File: src/rtl/sar_ctrl_consts.svh
// Timing counts and field positions for the converter control block
`ifndef SAR_CTRL_CONSTS_SVH
`define SAR_CTRL_CONSTS_SVH
`define RES_BITS 16
`define CLK_NS 40
`define ACQ_NS 400
`define ACQ_CYC ((`ACQ_NS + `CLK_NS - 1) / `CLK_NS)
`define CONV_NS 1600
`define CONV_CYC ((`CONV_NS + `CLK_NS - 1) / `CLK_NS)
`define SHARED_BIT 11
`define HIGH_LSB 12
`define HIGH_MSB 15
`define MCLK_DIV 4
`endif

File: src/rtl/sar_ctrl_pkg.sv
// Types shared by the converter control block
package sar_ctrl_pkg;
  typedef enum logic [1:0] {
    ST_ACQ = 2'b00,
    ST_WAIT_EDGE = 2'b01,
    ST_CONV = 2'b10,
    ST_IDLE_PD = 2'b11
  } conv_state_e;

  typedef struct packed {
    logic serial_parallel_select;
    logic clock_source_select;
    logic power_down_request;
  } mode_cfg_s;

  typedef struct packed {
    logic [15:0] data;
    logic [15:0] oe;
  } data_bus_s;
endpackage

File: src/rtl/pin_sync.sv
// Three-stage synchroniser; a change counts once stages two and three agree
module pin_sync #(
  parameter logic INIT = 1'b0
) (
  input wire logic i_sys_clk,
  input wire logic i_rst_b,
  input wire logic i_ce,
  input wire logic i_pin,
  output logic o_level
);
  logic s1_q;
  logic s2_q;
  logic s3_q;

  // Reset to the pin's idle level, so no false select or edge follows reset
  always_ff @(posedge i_sys_clk or negedge i_rst_b) begin
    if (!i_rst_b) begin
      s1_q <= INIT;
      s2_q <= INIT;
      s3_q <= INIT;
      o_level <= INIT;
    end else if (i_ce) begin
      s1_q <= i_pin;
      s2_q <= s1_q;
      s3_q <= s2_q;
      if (s2_q == s3_q) begin
        o_level <= s3_q;
      end
    end
  end
endmodule

File: src/rtl/sar_adc_conversion_control.sv
// Conversion control: start modes, busy, output gating, serial shift, read error
// Overview of operation
// - Shared pin is parallel bit 11 when parallel
// - Serial slave mode: shared pin is read error
// - Unfinished slave read at conversion end: discard, pulse
// - Bits 12 to 15 outputs in both modes, enabled only while select and read low
// - Busy high from start until result latched
// - Bus enabled only while select and read low, except shared pin always driven in slave mode
// - Chip select gates external serial clock
// - Reset clears sequencer and read state, keeps result, aborts conversion
// - Power-down stops conversions after current one
// - Start high after acquisition: wait falling edge
// - Start low after acquisition: convert immediately
// - Serial select repurposes shared pins as serial
// - Clock select low internal clock, high external
// - Result shifted out most significant bit first
`include "sar_ctrl_consts.svh"
module sar_adc_conversion_control
  import sar_ctrl_pkg::*;
(
  // Clock, reset, enable
  input wire logic i_sys_clk,
  input wire logic i_rst_b,
  input wire logic i_ce,
  input wire logic i_reset,
  // Host control pins
  input wire logic i_convert_start_n,
  input wire logic i_cs_n,
  input wire logic i_rd_n,
  input wire mode_cfg_s i_cfg,
  input wire logic i_sclk,
  // Converted value from the analog core
  input wire logic [15:0] i_sar_result,
  // Status
  output logic o_busy,
  output logic o_hold,
  output logic o_powered_down,
  // Data pins
  output logic [15:0] o_data,
  output logic [15:0] o_data_oe,
  output logic o_sclk,
  output logic o_sclk_oe
);
  localparam logic [7:0] ACQ_CYC = 8'(`ACQ_CYC);
  localparam logic [7:0] CONV_CYC = 8'(`CONV_CYC);
  localparam logic [7:0] MCLK_DIV = 8'(`MCLK_DIV);
  localparam int SHARED = `SHARED_BIT;

  conv_state_e state_q;
  logic [7:0] cnt_q;
  logic [15:0] shreg_q;
  logic [4:0] bits_left_q;
  logic read_active_q;
  logic err_q;
  logic done_pulse_q;
  logic [7:0] mdiv_q;
  logic mclk_q;
  logic mclk_prev_q;
  logic start_n_s;
  logic cs_n_s;
  logic rd_n_s;
  logic sclk_s;
  logic start_prev_q;
  logic sclk_prev_q;
  logic rst_s;
  logic ser_sel;
  logic slave;
  logic bus_en;
  logic start_fall;
  logic shift_edge;
  data_bus_s bus_d;

  pin_sync #(.INIT(1'b1)) u_sync_start (.i_sys_clk(i_sys_clk), .i_rst_b(i_rst_b), .i_ce(i_ce),
    .i_pin(i_convert_start_n), .o_level(start_n_s));
  pin_sync #(.INIT(1'b1)) u_sync_cs (.i_sys_clk(i_sys_clk), .i_rst_b(i_rst_b), .i_ce(i_ce),
    .i_pin(i_cs_n), .o_level(cs_n_s));
  pin_sync #(.INIT(1'b1)) u_sync_rd (.i_sys_clk(i_sys_clk), .i_rst_b(i_rst_b), .i_ce(i_ce),
    .i_pin(i_rd_n), .o_level(rd_n_s));
  pin_sync #(.INIT(1'b0)) u_sync_sclk (.i_sys_clk(i_sys_clk), .i_rst_b(i_rst_b), .i_ce(i_ce),
    .i_pin(i_sclk), .o_level(sclk_s));
  pin_sync #(.INIT(1'b0)) u_sync_rst (.i_sys_clk(i_sys_clk), .i_rst_b(i_rst_b), .i_ce(i_ce),
    .i_pin(i_reset), .o_level(rst_s));

  assign ser_sel = i_cfg.serial_parallel_select;
  assign slave = ser_sel & i_cfg.clock_source_select;
  assign bus_en = !cs_n_s && !rd_n_s;
  // Start sync and its delay flop both reset high; a fall during acquisition is ignored
  assign start_fall = start_prev_q && !start_n_s;
  // External clock only counts while selected
  assign shift_edge = slave ? (!cs_n_s && sclk_s && !sclk_prev_q)
                            : (mclk_q && !mclk_prev_q && !cs_n_s);

  always_ff @(posedge i_sys_clk or negedge i_rst_b) begin
    if (!i_rst_b) begin
      start_prev_q <= 1'b1;
      sclk_prev_q <= 1'b0;
      mclk_prev_q <= 1'b0;
    end else if (i_ce) begin
      start_prev_q <= start_n_s;
      sclk_prev_q <= sclk_s;
      mclk_prev_q <= mclk_q;
    end
  end

  // Conversion sequencer
  always_ff @(posedge i_sys_clk or negedge i_rst_b) begin
    if (!i_rst_b) begin
      state_q <= ST_ACQ;
      cnt_q <= 8'h00;
      done_pulse_q <= 1'b0;
    end else if (i_ce) begin
      done_pulse_q <= 1'b0;
      if (rst_s) begin
        state_q <= ST_ACQ;
        cnt_q <= 8'h00;
      end else begin
        unique case (state_q)
          ST_ACQ: begin
            if (cnt_q < ACQ_CYC - 8'h01) begin
              cnt_q <= cnt_q + 8'h01;
            end else if (i_cfg.power_down_request) begin
              state_q <= ST_IDLE_PD;
            end else if (!start_n_s) begin
              state_q <= ST_CONV;
              cnt_q <= 8'h00;
            end else begin
              state_q <= ST_WAIT_EDGE;
            end
          end
          ST_WAIT_EDGE: begin
            if (i_cfg.power_down_request) begin
              state_q <= ST_IDLE_PD;
            end else if (start_fall) begin
              state_q <= ST_CONV;
              cnt_q <= 8'h00;
            end
          end
          ST_CONV: begin
            if (cnt_q < CONV_CYC - 8'h01) begin
              cnt_q <= cnt_q + 8'h01;
            end else begin
              // Power-down waits here until the running conversion ends
              state_q <= ST_ACQ;
              cnt_q <= 8'h00;
              done_pulse_q <= 1'b1;
            end
          end
          ST_IDLE_PD: begin
            if (!i_cfg.power_down_request) begin
              state_q <= ST_ACQ;
              cnt_q <= 8'h00;
            end
          end
        endcase
      end
    end
  end

  always_ff @(posedge i_sys_clk or negedge i_rst_b) begin
    if (!i_rst_b) begin
      o_busy <= 1'b0;
      o_hold <= 1'b0;
      o_powered_down <= 1'b0;
    end else if (i_ce) begin
      o_busy <= !rst_s && (state_q == ST_CONV);
      o_hold <= !rst_s && (state_q == ST_CONV);
      o_powered_down <= (state_q == ST_IDLE_PD);
    end
  end

  // Internal master serial clock
  always_ff @(posedge i_sys_clk or negedge i_rst_b) begin
    if (!i_rst_b) begin
      mdiv_q <= 8'h00;
      mclk_q <= 1'b0;
    end else if (i_ce) begin
      if (!slave && read_active_q) begin
        if (mdiv_q == MCLK_DIV - 8'h01) begin
          mdiv_q <= 8'h00;
          mclk_q <= !mclk_q;
        end else begin
          mdiv_q <= mdiv_q + 8'h01;
        end
      end else begin
        mdiv_q <= 8'h00;
        mclk_q <= 1'b0;
      end
    end
  end

  // Shift register, read tracking, read error
  always_ff @(posedge i_sys_clk or negedge i_rst_b) begin
    if (!i_rst_b) begin
      shreg_q <= 16'h0000;
      bits_left_q <= 5'h00;
      read_active_q <= 1'b0;
      err_q <= 1'b0;
    end else if (i_ce) begin
      err_q <= 1'b0;
      if (rst_s) begin
        bits_left_q <= 5'h00;
        read_active_q <= 1'b0;
      end else if (done_pulse_q) begin
        // Latching the new word discards a half-read one
        shreg_q <= i_sar_result;
        bits_left_q <= 5'h10;
        read_active_q <= 1'b0;
        err_q <= slave && read_active_q && (bits_left_q != 5'h00);
      end else if (ser_sel && bits_left_q != 5'h00 && bus_en) begin
        read_active_q <= 1'b1;
        if (shift_edge) begin
          shreg_q <= {shreg_q[14:0], 1'b0};
          bits_left_q <= bits_left_q - 5'h01;
          if (bits_left_q == 5'h01) begin
            read_active_q <= 1'b0;
          end
        end
      end
    end
  end

  always_comb begin
    bus_d.data = 16'h0000;
    bus_d.oe = 16'h0000;
    if (!ser_sel) begin
      bus_d.data = shreg_q;
      bus_d.oe = {16{bus_en}};
    end else begin
      bus_d.data[15:`HIGH_LSB] = shreg_q[15:`HIGH_LSB];
      bus_d.oe[15:`HIGH_LSB] = {4{bus_en}};
      bus_d.data[8] = shreg_q[15];
      bus_d.oe[8] = bus_en;
      if (slave) begin
        bus_d.data[SHARED] = err_q;
        bus_d.oe[SHARED] = 1'b1;
      end
    end
  end

  always_ff @(posedge i_sys_clk or negedge i_rst_b) begin
    if (!i_rst_b) begin
      o_data <= 16'h0000;
      o_data_oe <= 16'h0000;
      o_sclk <= 1'b0;
      o_sclk_oe <= 1'b0;
    end else if (i_ce) begin
      o_data <= bus_d.data;
      o_data_oe <= bus_d.oe;
      o_sclk <= mclk_q;
      o_sclk_oe <= ser_sel && !slave;
    end
  end
endmodule

File: config.mk
export PLATFORM = sky130hd
export DESIGN_NAME = sar_adc_conversion_control
export DESIGN_NICKNAME = d
export VERILOG_FILES = /design/src/rtl/sar_ctrl_pkg.sv /design/src/rtl/pin_sync.sv /design/src/rtl/sar_adc_conversion_control.sv
export VERILOG_INCLUDE_DIRS = /design/src /design/src/rtl
export SDC_FILE = /design/constraint.sdc
export NUM_CORES = 1
export LEC_CHECK = 0
export BUFFER_PORTS_ARGS = -buffer_cell sky130_fd_sc_hd__buf_2
export CAP_MARGIN = 25
export CORE_MARGIN = 3
export CORE_UTILIZATION = 57
export CTS_BUF_LIST = sky130_fd_sc_hd__clkbuf_16
export DETAILED_ROUTE_END_ITERATION = 7
export PLACE_DENSITY = 0.79
export SYNTH_ARGS = -nofsm -noshare
export SYNTH_HDL_FRONTEND = slang
export SYNTH_HIERARCHICAL = 1
export SYNTH_SLANG_ARGS = --single-unit
File: constraint.sdc
create_clock -name i_sys_clk -period 2.7 [get_ports i_sys_clk]
set_clock_uncertainty 0.05 [all_clocks]
set_input_delay 0.135 -clock i_sys_clk [delete_from_list [all_inputs] [get_ports i_sys_clk]]
set_output_delay 0.135 -clock i_sys_clk [all_outputs]
set_load 0.02 [all_outputs]
**Word level (Yosys, flattened, before mapping)**

Cells that the tools add are included.

- Bits in registers: 98
- Bits of input ports: 27
- Output and inout port bits: 37
- Logic and storage cells: 150

- Add/subtract/negate cells: 3
- Order comparisons: 2
- Equal/unequal tests: 19
- Muxes and demuxes: 49
- Bitwise logic cells: 2
- Reduce and logical (&&, ||, !) cells: 38

Operators by type and width:

| kind | number |
|---|---|
| $mux W8 | 12 |
| $mux W16 | 3 |
| $pmux W8 S4 | 1 |
| $mux W2 | 10 |
| $mux W5 | 4 |
| $mux W1 | 18 |
| $add A8 B1 Y8 const B | 2 |
| $ne A3 B2 Y1 const B | 5 |
| $reduce_and A2 Y1 | 7 |
| $logic_and A1 B1 Y1 | 13 |
| $ne A4 B3 Y1 const B | 3 |
| $eq A8 B2 Y1 const B | 1 |
| $logic_not A1 Y1 | 8 |
| $lt A8 B4 Y1 const B | 1 |
| $lt A8 B6 Y1 const B | 1 |
| $pmux W2 S4 | 1 |
| $reduce_and A6 Y1 | 1 |
| $reduce_bool A3 Y1 | 2 |
| $eq A1 B1 Y1 | 5 |
| $eq A5 B1 Y1 const B | 1 |
| $reduce_and A5 Y1 | 1 |
| $reduce_bool A5 Y1 | 1 |
| $sub A5 B1 Y5 const B | 1 |
| $eq A2 B2 Y1 const B | 2 |
| other kinds (8) | 9 |

**Depth between registers and ports, before layout**

- Word-level depth: 8
- Depth in mapped cells: 8
- Depth with buffers taken out: 7

**Hierarchy**

The synthesis kept the hierarchy.

Modules (own cells, without submodules):

| module | instances | cells an instance | area an instance (um2) | sequential area each (um2) |
|---|---|---|---|---|
| sar_adc_conversion_control | 1 | 343 | 3395.8 | 1702.9 |
| pin_sync at u_sync_cs ... | 3 | 10 | 161.4 | 105.1 |
| pin_sync at u_sync_rst ... | 2 | 10 | 156.4 | 100.1 |

**Least setup slack after synthesis**

OpenSTA, ideal clock, no wires.

- Path type: register to register
- Start point: reg bits_left_q[0]
- End point: reg bits_left_q[1]
- Library setup time: 0.080 ns
- Data arrival time: 1.941 ns
- Data required time: 2.570 ns
- Slack: 0.629 ns
- Stages on the path, launching flop included: 9
- Path buffers: 1
- Period minus slack after synthesis: 2.071 ns
- Path through: dfrtp_1 inv_1 ha_1 or4b_4 and3_4 nor2b_4 buf_6 o31a_1 o22ai_2

- Word-level cells in the longest chain between the ends: 5
- Elaborated cells on any way between the ends: 10
- Those cells by class: add/sub (1); mux (4); reduce/logical (5)

RTL lines:

| item | RTL line | text |
|---|---|---|
| from (decl) | sar_adc_conversion_control.sv:52 | `logic [4:0] bits_left_q;` |
| from (signal assigned) | sar_adc_conversion_control.sv:213 | `bits_left_q <= bits_left_q - 5'h01;` |
| $sub A5 B1 Y5 / $reduce_bool A5 Y1 (equally long branches) | sar_adc_conversion_control.sv:213, sar_adc_conversion_control.sv:209 |  |
| $mux W5 / $logic_and A1 B1 Y1 (equally long branches) | sar_adc_conversion_control.sv:211, sar_adc_conversion_control.sv:209 |  |
| $mux W5 / $logic_and A1 B1 Y1 (equally long branches) | sar_adc_conversion_control.sv:209 | `end else if (ser_sel && bits_left_q != 5'h00 && bus_en) begin` |
| $mux W5 / $reduce_bool A3 Y1 (equally long branches) | -- |  |
| $mux W5 / $reduce_and A3 Y1 (equally long branches) | -- |  |

Parallel ways exist; a longest one is shown, timed or not. The select of a mux whose other input is x is not followed.
A chain may end at the register's enable or synchronous reset.

**Final worst setup path**

- Start point: reg bits_left_q[0]
- End point: reg shreg_q[7]

- Word-level cells in the longest chain between the ends: 5

RTL lines:

| item | RTL line | text |
|---|---|---|
| $reduce_bool A5 Y1 | sar_adc_conversion_control.sv:209 |  |
| $logic_and A1 B1 Y1 (2 in a row) | sar_adc_conversion_control.sv:209 |  |
| $reduce_bool A2 Y1 (no source line) | -- |  |
| $reduce_and A4 Y1 (no source line) | -- |  |
| to (signal assigned) | sar_adc_conversion_control.sv:205 | `shreg_q <= i_sar_result;` |
| to (signal assigned) | sar_adc_conversion_control.sv:212 | `shreg_q <= {shreg_q[14:0], 1'b0};` |
| to (decl) | sar_adc_conversion_control.sv:51 | `logic [15:0] shreg_q;` |

No other way between the ends.

==> impl_metrics.toml <==
[layout]
multi_input_area_um2 = 1670
syn_to_final_growth_pct = 15.5
drive_gt1_share_pct = 28.5
fin_nets = 476
fillerInstances = 505
seq_area_um2 = 2220
fin_util_pct = 69.8
final_cells = 545
diodes = 0

[clock_network]
post_cts_buffers = 0
path_clk_slew_ns = 0.07
clkLatencyLatePin_ns = 0.34
cts_num_sinks = 88
hold_buffers = 5
cts_max_level = 3
cts_tree = "built"
cts_resized = 0
root_buffer = "clkbuf_16"
cts_buffer_depth = 2
cts_inserted_buffers = 9

[die]
die_x_um = 91.8
ios = 64
core_um2 = 6940
die_height_um = 91.8
die-area_um2 = 8420
initial_core_util_pct = 60.4
rows = 30

[synthesis]
synth_cell_types = 54
ys_ff_latch = 88
yosysWarnings = 6
synthesis.nets = 425
synth_cells = 393
synth-edff-count = 0
ys_seq_area_share_pct = 52.9
async_flop_share_pct = 100
syn_avg_cell_area_um2 = 10.7
ys.flop_type = "dfrtp_1"
synth_top_area_share_pct = 44.8
yosys.area.top_type = "dfrtp_1"
synth_area_leaders = "dfrtp_1 (45%), dfstp_2 (8.1%), mux2_2 (6.4%)"
syn_area_um2 = 4190

[global_routing]
first_global_vias = 3067
grt_util_met3_pct = 3.69
met2_usage_pct = 33.7
grt.busiest_layer = "met2"
grt_max_degree = 82
gr-usage-met1_pct = 27.6
grt_pass1_wl_mm = 14.2
grtUsageTotal_pct = 20.7
antenna_found_initial = 0
grt_overflow = 0

[worst_setup_path]
rr_worst_depth = 7
crit_required_ns = 2.91
startpoint_type = "flop"
criticalPathCategory = "reg -> reg"
cp_cell_sequence = "inv_1, ha_1, or4b_4, and3_4, nand3b_1, o22ai_1, a21oi_1"
cpPeakStageDelay_ns = 0.49
cp-end-kind = "flop"
cp_max_fo = 15
crit_family = "simple AND/OR/NAND/NOR gates"
r2r-start = "bits_left_q[0]"
endpoint = "shreg_q[7]"
crit_cells = 7
critPathLaunch = "bits_left_q[0]"
worstReg2RegEnd = "shreg_q[7]"
cp_slowest_cell = "or4b_4"
worst-path-buf-inv = 1
r2r_slack_ns = 0.23
cp.arrival_ns = 2.68

[flow_run]
maxCapViolCount = 0

[placement]
pre_cts_ws_ns = 0.350
finalWeightedCongestion = 0.841
hpwlAfterDp_mm = 5.55
place_inst = 523
port_buffers = 63

[route]
ant_nets = 0
dr_total_vias = 3140
totalWireLength_mm = 8.49
routedWlPerCell_um = 15.6
drc = 0
dr.pass1.iters = 5
drt-initial-drc-count = 161
vias_per_cell = 5.76

[timing]
rsz0062_at_grt = "no"
report.final.slew_viol_count = 0
tightest_slew_ns = 0.630
relSlewSlack_pct = 57.8
fin_crit_sh_pct = 91.5
min_period_ns = 2.47
max_freq_mhz = 405
setup_tns_ns = 0
setup_viol = 0
fin_ws_ns = 0.229
hold_violations = 0

[power]
ir_worst_vdd_mv = 0.422
power_leakage_nw = 2.20
powerDensity_nw_per_um2 = 712

[min_path]
min_from = "i_reset"
hold_path.class = "in -> reg"

[status]
status = "finished, final reports clean"
[placed cells by master (no fill, tap or decap), types with 10 or more instances in the layout]
cell	Yosys	routed
dfrtp_1	75	75
buf_2	3	62
o22ai_1	34	34
inv_1	30	30
mux2_2	24	24
o21ai_0	23	23
a21oi_1	22	22
nor2_1	17	17
nand2_1	16	16
nand3b_1	13	13
dfstp_2	13	13
nand2b_1	10	10
nand3_1	10	10
[metrics by stage]
step                      hold WS, ns  instance area, um^2  total power [mW]
after detailed placement        0.311                 4470              2.22
after global placement          0.306                 4470              2.19
after CTS                     0.00159                 4820              3.45
after global routing          0.00366                 4840              3.60
after floorplan                -0.211                 4190              2.07
final                         0.00204                 4840              3.45
[cell families after synthesis]
logic type,Yosys count,share of synthesized area (%)
xor gates and xnor gates,5,1.04
and+or+nand+nor,93,12.7
adders and majority gates,5,1.49
AOI/OAI and AO/OA,109,16.8
DFF,88,52.9
muxes,29,7.70
buffers and inverters,64,7.34
[worst register-to-register path: cells and delay by family (launching register included)]
family / cells / cell delay [ns]
flops: 1 / 0.40
compound gates: 2 / 0.43
simple gates: 3 / 1.17
fa+ha+maj: 1 / 0.22
buf+inv: 1 / 0.12
[cell usage after synthesis, types with 7 or more instances]
| cell | number |
|---|---|
| inv_1 | 30 |
| dfrtp_1 | 75 |
| clkbuf_1 | 10 |
| a21oi_1 | 22 |
| buf_4 | 15 |
| mux2_2 | 24 |
| dfstp_2 | 13 |
| nand2_1 | 16 |
| o22ai_1 | 34 |
| nor3_1 | 7 |
| o21ai_0 | 23 |
| nor2_1 | 17 |
| nand3b_1 | 13 |
| nand2b_1 | 10 |
| nand3_1 | 10 |
[power breakdown]
group | internal, mW | switching [mW]
Clock | 0.717 | 0.523
Sequential | 1.47 | 0.147
Combinational | 0.265 | 0.326
[sequential cells by signal, summed over array words and instances, names as in the netlist, 2 cells and up]
name and count:
o_data 16, shreg_q 16, cnt_q 8, mdiv_q 8, bits_left_q 5, o_data_oe 3
state_q 2
[worst min path at each step]
stage	end	slack, ns	depth (start not counted)
2_1_floorplan	bits_left_q[0]	-0.21	0
3_3_place_gp	o_data[7]	0.31	1
3_5_place_dp	o_data[9]	0.31	1
4_1_cts	u_sync_rst/s1_q	0.002	2
5_1_grt	u_sync_rst/s1_q	0.004	2
6_report	u_sync_rst/s1_q	0.002	2
[per-layer routing]
layer | up-vias | part of all wire (%)
met5 | - | 0
met4 | 0 | 1.5
met3 | 13 | 4.3
met2 | 82 | 48
met1 | 1540 | 46
li1 | 1505 | -
[area by class of cell]
class | instances | area share (%)
clock buffer | 9 | 4.65
clock inverter | 7 | 1.50
inverter | 31 | 2.40
multi-input combinational | 241 | 34.4
sequential | 88 | 45.8
tap | 96 | 2.48
timing repair buffer | 73 | 8.78
No activity file was read; power rests on OpenSTA's default activity.
